**config.mk**
```make
export PLATFORM = sky130hd
export DESIGN_NAME = dbc_channel
export DESIGN_NICKNAME = d
export VERILOG_FILES = /design/src/verilog/dbc_pkg.sv /design/src/verilog/dbc_channel.sv
export SDC_FILE = /design/constraint.sdc
export NUM_CORES = 1
export LEC_CHECK = 0
export ABC_AREA = 0
export BUFFER_PORTS_ARGS = -buffer_cell sky130_fd_sc_hd__buf_2
export CORE_ASPECT_RATIO = 0.75
export CORE_MARGIN = 1.5
export CORE_UTILIZATION = 53
export CTS_BUF_LIST = sky130_fd_sc_hd__clkbuf_2
export DETAILED_ROUTE_END_ITERATION = 6
export MAX_ROUTING_LAYER = met4
export PLACE_DENSITY = 0.78
export SYNTH_ARGS = -nofsm -noshare
export SYNTH_HDL_FRONTEND = slang
export SYNTH_SLANG_ARGS = --single-unit
```
**constraint.sdc**
```tcl
create_clock -name clk_i -period 1.9 [get_ports clk_i]
set_clock_uncertainty 0.1 [all_clocks]
set_input_delay 0.19 -clock clk_i [delete_from_list [all_inputs] [get_ports clk_i]]
set_output_delay 0.19 -clock clk_i [all_outputs]
set_load 0.005 [all_outputs]
```
**src/verilog/dbc_pkg.sv**
```systemverilog
// Package with constants and types for the byte channel.
package dbc_pkg;
  // ---------------------------------------------------------------
  // Widths and timing
  // ---------------------------------------------------------------
  localparam int ADDR_W = 16;
  localparam int LEN_W = 16;
  localparam int CLK_PERIOD_NS = 40;
  localparam int MEM_CYCLE_NS = 980;
  localparam int IN_BYTE_NS = 1330;
  // A least time rounds up to whole cycles.
  localparam int MEM_CYCLE_CLKS = (MEM_CYCLE_NS + CLK_PERIOD_NS - 1) / CLK_PERIOD_NS;
  localparam int IN_BYTE_CLKS = (IN_BYTE_NS + CLK_PERIOD_NS - 1) / CLK_PERIOD_NS;
  localparam int CNT_W = 6;
  localparam logic [CNT_W-1:0] CNT_ZERO = 6'h00;
  localparam logic [CNT_W-1:0] CNT_ONE = 6'h01;

  // ---------------------------------------------------------------
  // Types
  // ---------------------------------------------------------------
  typedef struct packed {
    logic output_dir;
    logic overlapped;
    logic stop_on_mark;
    logic [ADDR_W-1:0] start_addr;
    logic [LEN_W-1:0] byte_count;
  } dbc_cmd_type;

  typedef struct packed {
    logic mark;
    logic [7:0] data;
  } dbc_mem_byte_type;

  typedef enum logic [2:0] {
    ST_IDLE = 3'b000,
    ST_SETUP = 3'b001,
    ST_READ = 3'b010,
    ST_SEND = 3'b011,
    ST_WAIT_IN = 3'b100,
    ST_WRITE = 3'b101
  } dbc_state_type;
endpackage : dbc_pkg
```
**src/verilog/dbc_channel.sv**
```systemverilog
// Buffered byte channel between core memory and one peripheral.
`timescale 1ns/1ps
// Summary of operation
// - Command bit picks overlapped run or processor stall until transfer ends.
// - Transfer is one byte or a block of up to 65535 bytes.
// - Transfer starts at any byte address, no alignment needed.
// - Block may end at a byte carrying a word mark.
// - Output: one setup memory cycle, then one memory cycle per byte.
// - Input: one setup memory cycle, then 1.33 us per stored byte.
// - Input writes leave destination word marks unchanged.
// - Hardware byte buffer sits between peripheral and memory.
// - Output sustains up to one byte per memory cycle.
// - Each memory byte holds eight data bits and a word-mark bit.
// - Each channel memory cycle lasts 980 ns.
module dbc_channel #(
  parameter int ADDR_W = dbc_pkg::ADDR_W
) (
  input wire logic clk_i,
  input wire logic rst_i,
  input wire logic cmd_valid_i,
  input wire dbc_pkg::dbc_cmd_type cmd_i,
  output logic cmd_ready_o,
  output logic cpu_stall_o,
  output logic busy_o,
  output logic done_o,
  output logic mem_req_o,
  output logic mem_we_o,
  output logic [ADDR_W-1:0] mem_addr_o,
  output logic [7:0] mem_wdata_o,
  input wire dbc_pkg::dbc_mem_byte_type mem_rdata_i,
  output logic out_valid_o,
  output logic [7:0] out_data_o,
  input wire logic out_ready_i,
  input wire logic in_valid_i,
  input wire logic [7:0] in_data_i,
  output logic in_ready_o
);
  // ---------------------------------------------------------------
  // State
  // ---------------------------------------------------------------
  dbc_pkg::dbc_state_type state;
  dbc_pkg::dbc_cmd_type cur;
  dbc_pkg::dbc_cmd_type held;
  logic held_valid;
  logic [dbc_pkg::CNT_W-1:0] tmr;
  logic [dbc_pkg::LEN_W-1:0] remain;
  logic buf_mark;
  logic [1:0] in_valid_sync;
  logic [15:0] in_data_s1;
  logic [7:0] in_data_s2;

  // ---------------------------------------------------------------
  // Decode
  // ---------------------------------------------------------------
  wire tmr_done = (tmr == dbc_pkg::CNT_ONE);
  wire take_new = cmd_valid_i && cmd_ready_o;
  wire start_cmd = (state == dbc_pkg::ST_IDLE) && held_valid;
  wire count_end = (remain == dbc_pkg::LEN_W'(1));
  // A set mark ends the block only when the command asks for it.
  wire mark_end = cur.stop_on_mark && buf_mark;
  wire last_byte = count_end || mark_end;
  wire in_arrive = in_valid_sync[1] && in_ready_o;
  wire [ADDR_W-1:0] next_addr = mem_addr_o + ADDR_W'(1);

  // ---------------------------------------------------------------
  // Command holding register
  // ---------------------------------------------------------------
  always_ff @(posedge clk_i) begin
    if (rst_i) begin
      held_valid <= 1'b0;
      held <= '0;
      cmd_ready_o <= 1'b0;
    end else begin
      if (take_new) begin
        held <= cmd_i;
        held_valid <= 1'b1;
      end else if (start_cmd) begin
        held_valid <= 1'b0;
      end
      // Ready drops on the edge that fills the holder, so a second offer cannot overwrite it.
      cmd_ready_o <= !held_valid && !take_new;
    end
  end

  // ---------------------------------------------------------------
  // Peripheral input synchroniser
  // ---------------------------------------------------------------
  // The data bytes pass one stage more than the valid bit, so they have settled when valid is seen.
  always_ff @(posedge clk_i) begin
    if (rst_i) begin
      in_valid_sync <= 2'h0;
      in_data_s1 <= 16'h0000;
      in_data_s2 <= 8'h00;
    end else begin
      in_valid_sync <= {in_valid_sync[0], in_valid_i};
      in_data_s1 <= {in_data_s1[7:0], in_data_i};
      in_data_s2 <= in_data_s1[15:8];
    end
  end

  // ---------------------------------------------------------------
  // Transfer sequencer
  // ---------------------------------------------------------------
  always_ff @(posedge clk_i) begin
    if (rst_i) begin
      state <= dbc_pkg::ST_IDLE;
      cur <= '0;
      tmr <= dbc_pkg::CNT_ZERO;
      remain <= '0;
      buf_mark <= 1'b0;
      busy_o <= 1'b0;
      cpu_stall_o <= 1'b0;
      done_o <= 1'b0;
      mem_req_o <= 1'b0;
      mem_we_o <= 1'b0;
      mem_addr_o <= '0;
      mem_wdata_o <= 8'h00;
      out_valid_o <= 1'b0;
      out_data_o <= 8'h00;
      in_ready_o <= 1'b0;
    end else begin
      done_o <= 1'b0;
      mem_req_o <= 1'b0;
      mem_we_o <= 1'b0;
      // The timer runs down to zero; one marks the last clock of the present memory cycle.
      if (tmr != dbc_pkg::CNT_ZERO) begin
        tmr <= tmr - dbc_pkg::CNT_ONE;
      end
      case (state)
        dbc_pkg::ST_IDLE: begin
          if (start_cmd) begin
            cur <= held;
            mem_addr_o <= held.start_addr[ADDR_W-1:0];
            // A count of zero moves a single byte.
            remain <= (held.byte_count == '0) ? dbc_pkg::LEN_W'(1) : held.byte_count;
            busy_o <= 1'b1;
            // The processor is held only for a non-overlapped transfer.
            cpu_stall_o <= !held.overlapped;
            buf_mark <= 1'b0;
            tmr <= dbc_pkg::CNT_W'(dbc_pkg::MEM_CYCLE_CLKS);
            state <= dbc_pkg::ST_SETUP;
          end
        end
        dbc_pkg::ST_SETUP: begin
          // An input transfer waits for the peripheral before its first memory cycle.
          if (tmr_done) begin
            if (cur.output_dir) begin
              mem_req_o <= 1'b1;
              tmr <= dbc_pkg::CNT_W'(dbc_pkg::MEM_CYCLE_CLKS);
              state <= dbc_pkg::ST_READ;
            end else begin
              in_ready_o <= 1'b1;
              state <= dbc_pkg::ST_WAIT_IN;
            end
          end
        end
        dbc_pkg::ST_READ: begin
          if (tmr_done) begin
            // The byte and its mark are latched together at the end of the read cycle.
            buf_mark <= mem_rdata_i.mark;
            out_data_o <= mem_rdata_i.data;
            out_valid_o <= 1'b1;
            state <= dbc_pkg::ST_SEND;
          end
        end
        dbc_pkg::ST_SEND: begin
          // The byte stays offered until the peripheral takes it.
          if (out_ready_i) begin
            out_valid_o <= 1'b0;
            remain <= remain - dbc_pkg::LEN_W'(1);
            mem_addr_o <= next_addr;
            if (last_byte) begin
              state <= dbc_pkg::ST_IDLE;
              busy_o <= 1'b0;
              cpu_stall_o <= 1'b0;
              done_o <= 1'b1;
            end else begin
              mem_req_o <= 1'b1;
              tmr <= dbc_pkg::CNT_W'(dbc_pkg::MEM_CYCLE_CLKS);
              state <= dbc_pkg::ST_READ;
            end
          end
        end
        dbc_pkg::ST_WAIT_IN: begin
          if (in_arrive) begin
            // The byte goes to memory with the write strobe; the mark plane is never written.
            in_ready_o <= 1'b0;
            mem_req_o <= 1'b1;
            mem_we_o <= 1'b1;
            mem_wdata_o <= in_data_s2;
            tmr <= dbc_pkg::CNT_W'(dbc_pkg::IN_BYTE_CLKS);
            state <= dbc_pkg::ST_WRITE;
          end
        end
        dbc_pkg::ST_WRITE: begin
          // The old mark is read late in the write cycle, while memory still returns it.
          if (tmr == dbc_pkg::CNT_W'(dbc_pkg::IN_BYTE_CLKS - dbc_pkg::MEM_CYCLE_CLKS + 1)) begin
            buf_mark <= mem_rdata_i.mark;
          end
          if (tmr_done) begin
            remain <= remain - dbc_pkg::LEN_W'(1);
            mem_addr_o <= next_addr;
            if (last_byte) begin
              state <= dbc_pkg::ST_IDLE;
              busy_o <= 1'b0;
              cpu_stall_o <= 1'b0;
              done_o <= 1'b1;
            end else begin
              in_ready_o <= 1'b1;
              state <= dbc_pkg::ST_WAIT_IN;
            end
          end
        end
        default: begin
          state <= dbc_pkg::ST_IDLE;
        end
      endcase
    end
  end
endmodule : dbc_channel

```
==> results.py, run 1 <==
metrics = {
    "synth": {
        "synth_async_sr_flop_share_pct": 0,
        "synthTopCellsByArea": "sky130_fd_sc_hd__dfxtp_1 45%, sky130_fd_sc_hd__nand2_1 8.3%, sky130_fd_sc_hd__a21oi_1 7.0%",
        "synth_cell_types": 72,
        "synth_area_mm2": 0.00576,
        "synth.yosys.warnings": 0,
        "synthFlopType": "sky130_fd_sc_hd__dfxtp_1",
        "synthDominantCellAreaShare_pct": 45.2,
        "syn-mean-instance-area_um2": 8.39,
        "synth-edff-count": 0,
        "ys_top_cells_by_count": "130 x sky130_fd_sc_hd__dfxtp_1, 128 x sky130_fd_sc_hd__nand2_1, 81 x sky130_fd_sc_hd__a21oi_1",
        "ys_ff_latch": 130,
        "seq_area_frac_synth_pct": 45.2,
        "syn_inst": 687,
        "synth.net_count": 751,
        "synthDominantAreaCellType": "sky130_fd_sc_hd__dfxtp_1",
        "yosysMostFrequentCell": "sky130_fd_sc_hd__dfxtp_1",
    },
    "outcome": {
        "status": "finished, violations left",
        "violations": "setup timing",
    },
    "setup_path": {
        "cp_top_family": "simple AND/OR/NAND/NOR gates",
        "worstRegToRegCells": 7,
        "r2r-start": "remain[0]",
        "reg2reg_to": "remain[4]",
        "critical_path.startpoint_type": "register",
        "path_cells": "inv_4, ha_4, or3b_4, buf_6, or3_1, a21o_1, a21oi_1",
        "critPathMaxStageDelay_ps": 430,
        "worst-endpoint-required_ps": 2460,
        "critical_path_class": "register to register",
        "timing.reg2reg.setup_slack_ps": -70,
        "timing.critical_path.depth": 7,
        "cp.arrival_ps": 2530,
        "critical_path_buf_inv_count": 2,
        "crit_fanout": 5,
        "crit_slowest_cell": "sky130_fd_sc_hd__dfxtp_4",
        "worst_setup_path_end_kind": "register",
    },
    "worst_hold_path": {
        "hold-path-endpoint": "in_valid_sync[0]",
        "holdPathStages": 3,
        "hp-class": "primary input to register",
        "worst_hold_launch": "in_valid_i",
    },
    "timing": {
        "hold_viol": 0,
        "hold-worst-slack_ps": 129,
        "worst_slack_ps": -74.2,
        "worst_slew_pin_slew_ps": 478,
        "setup_repair_after_global_routing_missed_its_margin": "yes",
        "slew-limit-headroom_pct": 68.2,
        "max_clock_freq_ghz": 0.507,
        "setup_viol_count_final": 4,
        "timing.final.crit_share_pct": 104,
        "final_period_minus_worst_setup_slack_ps": 1970,
        "totalNegativeSetupSlack_ps": -200,
        "drv_slew": 0,
    },
    "global_routing": {
        "grtUsageMet2_pct": 51.2,
        "grt.total_usage_pct": 31.9,
        "gr-total-overflow": 0,
        "grt_pass1_wl_mm": 28.0,
        "grt_use_met1_pct": 39.2,
        "grt.busiest_layer": "met2",
        "use_met3_pct": 7.74,
        "maximum_number_of_pins_on_one_net_before_global_route_repair": 65,
        "antenna_found_initial": 0,
        "grt_pass1_vias": 5845,
    },
    "detailed_routing": {
        "routed_wire_length_per_instance_um": 16.2,
        "drt_drc_violations_left": 0,
        "detail_route.iter0.violations": 415,
        "num_vias": 5984,
        "postRouteWirelength_mm": 17.2,
        "vias_per_cell": 5.64,
        "drt-pass1-iter-count": 5,
        "detail-route-antenna-nets": 0,
    },
    "power": {
        "ir_drop_mv": 0.461,
        "power.leakage_nw": 3.38,
        "power-per-cell-area_mw_per_mm2": 759,
    },
    "placement": {
        "place.detailed.hpwl_mm": 9.79,
        "port_buffers": 96,
        "placed_area_mm2": 0.00665,
        "place.gp.congestion": 0.890,
        "preCtsSetupSlack_ps": -100,
    },
    "cts": {
        "cts_inserted_buffers": 17,
        "worst_skew_pair_latency_ps": 740,
        "cts.htree.levels": 4,
        "cts-root-to-sink-buffers": 2,
        "tritoncts": "yes",
        "cts_num_sinks": 130,
        "clock_root_buffer_master": "sky130_fd_sc_hd__clkbuf_2",
        "path_clk_slew_ps": 240,
    },
    "finish": {
        "syn_to_final_growth_pct": 40.8,
        "layout.cell_area.non_filler_mm2": 0.00811,
        "post_route_cells_drive_above_1_share_pct": 27.1,
        "fin_nets": 976,
        "antenna_cells": 0,
    },
    "die": {
        "number_of_placement_rows": 32,
        "die_area_mm2": 0.0115,
        "die_h_um": 93.3,
        "design.portCount": 97,
        "start_util_pct": 55.3,
        "fp.coreArea_mm2": 0.0104,
        "x_dimension_of_the_die_um": 123,
    },
    "flow_run": {
        "max_cap_viol_count": 0,
    },
}
[state kept, by name, summed over array words and instances, names as in the netlist, 2 cells and up]
name	count
cur	2
held	35
in_data_s1	16
in_data_s2	8
in_valid_sync	2
mem_addr_o	16
mem_wdata_o	8
out_data_o	8
remain	16
state	3
tmr	6
[tightest hold or removal path: stages]
cell and delay, ps:
sky130_fd_sc_hd__dlygate4sd3_1 520, sky130_fd_sc_hd__buf_2 100, sky130_fd_sc_hd__nor2b_1 130
[placed cells by master, fill, tap and decap left out, types with 12 or more instances in the layout]
cell / count
sky130_fd_sc_hd__buf_4: 52
sky130_fd_sc_hd__nor3_1: 12
sky130_fd_sc_hd__nand3_1: 13
sky130_fd_sc_hd__nor2_1: 33
sky130_fd_sc_hd__dlygate4sd3_1: 99
sky130_fd_sc_hd__nand2_1: 128
sky130_fd_sc_hd__a21oi_1: 80
sky130_fd_sc_hd__buf_2: 95
sky130_fd_sc_hd__dfxtp_1: 118
sky130_fd_sc_hd__o21ai_0: 21
sky130_fd_sc_hd__clkbuf_2: 17
sky130_fd_sc_hd__nor2b_1: 30
[where the power goes]
part | total, W | switching [W] | leakage [nW] | internal (W)
combinational | 0.00141 | 0.000661 | 2.16 | 0.000744
clock | 0.00177 | 0.00123 | 0.152 | 0.000544
sequential | 0.00298 | 0.000112 | 1.06 | 0.00287
total | 0.00616 | 0.00200 | 3.38 | 0.00416
[metal layers]
metal	routed length, um	share of wire (%)	up-vias
met5	0	0	-
met4	403	2.3	0
met3	1090	6.3	47
met2	8320	48	263
met1	7380	43	2815
li1	-	-	2859
[cell families (layout without fill, tap and decap cells)]
group | after synthesis | count (layout) | share of synthesized area (%)
and+or+nand+nor | 288 | 288 | 25.3
AOI/OAI and AO/OA | 182 | 182 | 20.1
DFF | 130 | 130 | 45.2
buffers and inverters | 65 | 303 | 5.32
muxes | 12 | 12 | 2.13
adders and majority gates | 7 | 7 | 1.52
xor gates and xnor gates | 3 | 3 | 0.456
[what timing repair did]
item                                    in CTS  in global routing
hold endpoints to repair                   104                  0
buffers inserted                             5                  1
hold buffers                                99                  0
endpoints found under the setup margin      18                 64
pin swaps                                   10                 14
gates resized for setup                     33                 32
[per-stage QoR]
step	power (W)	cells	utilization, %
floorplan	0.00366	687	-
global placement	0.00403	924	63.9
detailed placement	0.00407	924	63.9
CTS	0.00605	1060	76.9
global route	0.00645	1061	77.9
finish	0.00616	1061	77.9
[how the worst max path moves through the flow]
stage          startpoint  slack (ps)              to
3_3_place_gp    remain[0]          -6      remain[12]
4_1_cts         remain[0]         -10      remain[12]
2_1_floorplan    state[1]           2  mem_addr_o[10]
5_1_grt         remain[0]        -150       remain[9]
6_report        remain[0]         -70       remain[4]
3_5_place_dp    remain[0]        -100      remain[12]
[cell type report]
| type | instances | area, um2 |
|---|---|---|
| Multi-Input combinational cell | 492 | 2990 |
| Sequential cell | 130 | 2630 |
| Fill cell | 710 | 2300 |
| Timing Repair Buffer | 257 | 2030 |
| Tap cell | 136 | 170 |
| Clock inverter | 15 | 159 |
| Clock buffer | 17 | 85.1 |
| Inverter | 14 | 55.1 |
No activity file was read; power rests on OpenSTA's default activity.
==> run 2, diff against run 1 <==
Settings changed: CORE_UTILIZATION 53 to 55, PLACE_DENSITY 0.78 to 0.77.
Clock period 1.9 ns to 1.85 ns, I/O delays scaled along.
==> results.py, run 2 (synthesized netlist as in run 1, its figures left out) <==
metrics = {
    "die": {
        "die_h_um": 91.6,
        "design.portCount": 97,
        "die_area_mm2": 0.0111,
        "number_of_placement_rows": 32,
        "x_dimension_of_the_die_um": 121,
        "fp.coreArea_mm2": 0.0102,
        "start_util_pct": 56.2,
    },
    "placement": {
        "port_buffers": 96,
        "place.gp.congestion": 0.889,
        "preCtsSetupSlack_ps": -121,
        "numPlacedInstances": 938,
        "place.detailed.hpwl_mm": 10.0,
    },
    "detailed_routing": {
        "wirelength_met1_mm": 7.57,
        "drt-pass1-iter-count": 5,
        "routed_wire_length_per_instance_um": 17.2,
        "num_vias": 6296,
        "drt_drc_violations_left": 0,
        "wl_met2_mm": 9.00,
        "detail_route.iter0.violations": 676,
        "vias_per_cell": 5.80,
        "route.met3.wl_mm": 1.52,
        "top_layer_in_use": "met4",
        "postRouteWirelength_mm": 18.7,
        "detail-route-antenna-nets": 0,
    },
    "timing": {
        "worst_slew_pin_slew_ps": 589,
        "final_period_minus_worst_setup_slack_ps": 1940,
        "setup_viol_count_final": 16,
        "max_clock_freq_ghz": 0.515,
        "setup_repair_after_global_routing_missed_its_margin": "yes",
        "slew-limit-headroom_pct": 60.7,
        "hold-worst-slack_ps": 163,
        "timing.final.crit_share_pct": 105,
        "totalNegativeSetupSlack_ps": -573,
        "hold_viol": 0,
        "drv_slew": 0,
        "worst_slack_ps": -92.5,
    },
    "setup_path": {
        "critical_path_class": "register to register",
        "worstRegToRegCells": 5,
        "worst-endpoint-required_ps": 2370,
        "cp.arrival_ps": 2460,
        "crit_fanout": 7,
        "worst_setup_path_end_kind": "register",
        "critical_path.startpoint_type": "register",
    },
    "global_routing": {
        "antenna_found_initial": 0,
        "grt.total_usage_pct": 34.2,
        "gr-total-overflow": 0,
        "grt_pass1_vias": 6158,
        "maximum_number_of_pins_on_one_net_before_global_route_repair": 68,
        "grt_pass1_wl_mm": 29.2,
    },
    "power": {
        "ir_drop_mv": 0.623,
        "power.leakage_nw": 3.55,
        "total_power_w": 0.00645,
        "power-per-cell-area_mw_per_mm2": 759,
    },
    "finish": {
        "top_register_by_number_of_flip_flops": "held",
        "syn_to_final_growth_pct": 47.3,
        "fin_nets": 1000,
        "finalNonFillerCells": 1085,
        "post_route_cells_drive_above_1_share_pct": 31.4,
        "largest_register_ffs": 35,
        "num-fill-cells": 608,
        "antenna_cells": 0,
        "most_common_cell_after_layout_fill_and_taps_aside": "sky130_fd_sc_hd__nand2_1",
        "final_cell_mix": "127 x sky130_fd_sc_hd__nand2_1, 115 x sky130_fd_sc_hd__dfxtp_1, 97 x sky130_fd_sc_hd__dlygate4sd3_1",
    },
    "cts": {
        "cts.htree.levels": 4,
        "cts_num_sinks": 130,
        "path_clk_slew_ps": 220,
        "clock_root_buffer_master": "sky130_fd_sc_hd__clkbuf_2",
        "tritoncts": "yes",
        "cts-root-to-sink-buffers": 2,
        "worst_skew_pair_latency_ps": 700,
        "cts_inserted_buffers": 17,
    },
    "worst_hold_path": {
        "hp-class": "primary input to register",
        "holdPathStages": 4,
    },
    "flow_run": {
        "max_cap_viol_count": 0,
    },
    "outcome": {
        "violations": "setup timing",
        "status": "finished, violations left",
    },
}
[run 2: critical path, cell delays in order, from the launching register on]
cell and delay [ps]:
sky130_fd_sc_hd__dfxtp_4 400, sky130_fd_sc_hd__or4_4 600, sky130_fd_sc_hd__nor3_4 330, sky130_fd_sc_hd__nand3_1 140
sky130_fd_sc_hd__a21boi_1 160, sky130_fd_sc_hd__o32ai_1 140
[run 2: cell type report]
cell class / count / area [um2] / share of cell area (%)
clock buffer: 17 / 85.1 / 1.00
clock inverter: 15 / 145 / 1.71
sequential: 130 / 2630 / 31.0
inverter: 14 / 57.6 / 0.678
multi-input combinational: 492 / 3110 / 36.7
tap: 136 / 170 / 2.00
timing repair buffer: 281 / 2280 / 26.9
[run 2: where the power goes]
group	internal [W]	switching [W]	total, W	leakage (nW)
combinational	0.000890	0.000772	0.00166	2.35
clock	0.000523	0.00119	0.00171	0.140
sequential	0.00295	0.000124	0.00308	1.07
[run 2: per-layer routing]
| metal | vias up | track usage [%] |
|---|---|---|
| li1 | 2927 | - |
| met1 | 2944 | 41.7 |
| met2 | 351 | 55.7 |
| met3 | 74 | 7.46 |
| met4 | 0 | 13.3 |
| met5 | - | - |
[run 2: timing repair]
| item | CTS | global route |
|---|---|---|
| hold buffers | 97 | 0 |
| setup buffers | 4 | 10 |
| hold endpoints to repair | 122 | 0 |
| resized for setup | 29 | 73 |
| cloned | 1 | 3 |
| pin swaps | 10 | 25 |
| endpoints found under the setup margin | 35 | 73 |
[run 2: path summary, 6_finish.rpt]
check / start / to / slack [ps]
min reg2reg: in_data_s2[1] / mem_wdata_o[1] / 350
max: remain[5] / remain[10] / -90
max reg2reg: remain[5] / remain[10] / -90
min: cmd_i[12] / held[12] / 160
[run 2: metrics by stage]
step           instance area (um2)  util [%]
2_1_floorplan                 5780         -
3_3_place_gp                  6750      65.8
3_5_place_dp                  6750      65.8
4_1_cts                       8080      78.8
5_1_grt                       8490      82.8
6_report                      8490      82.8
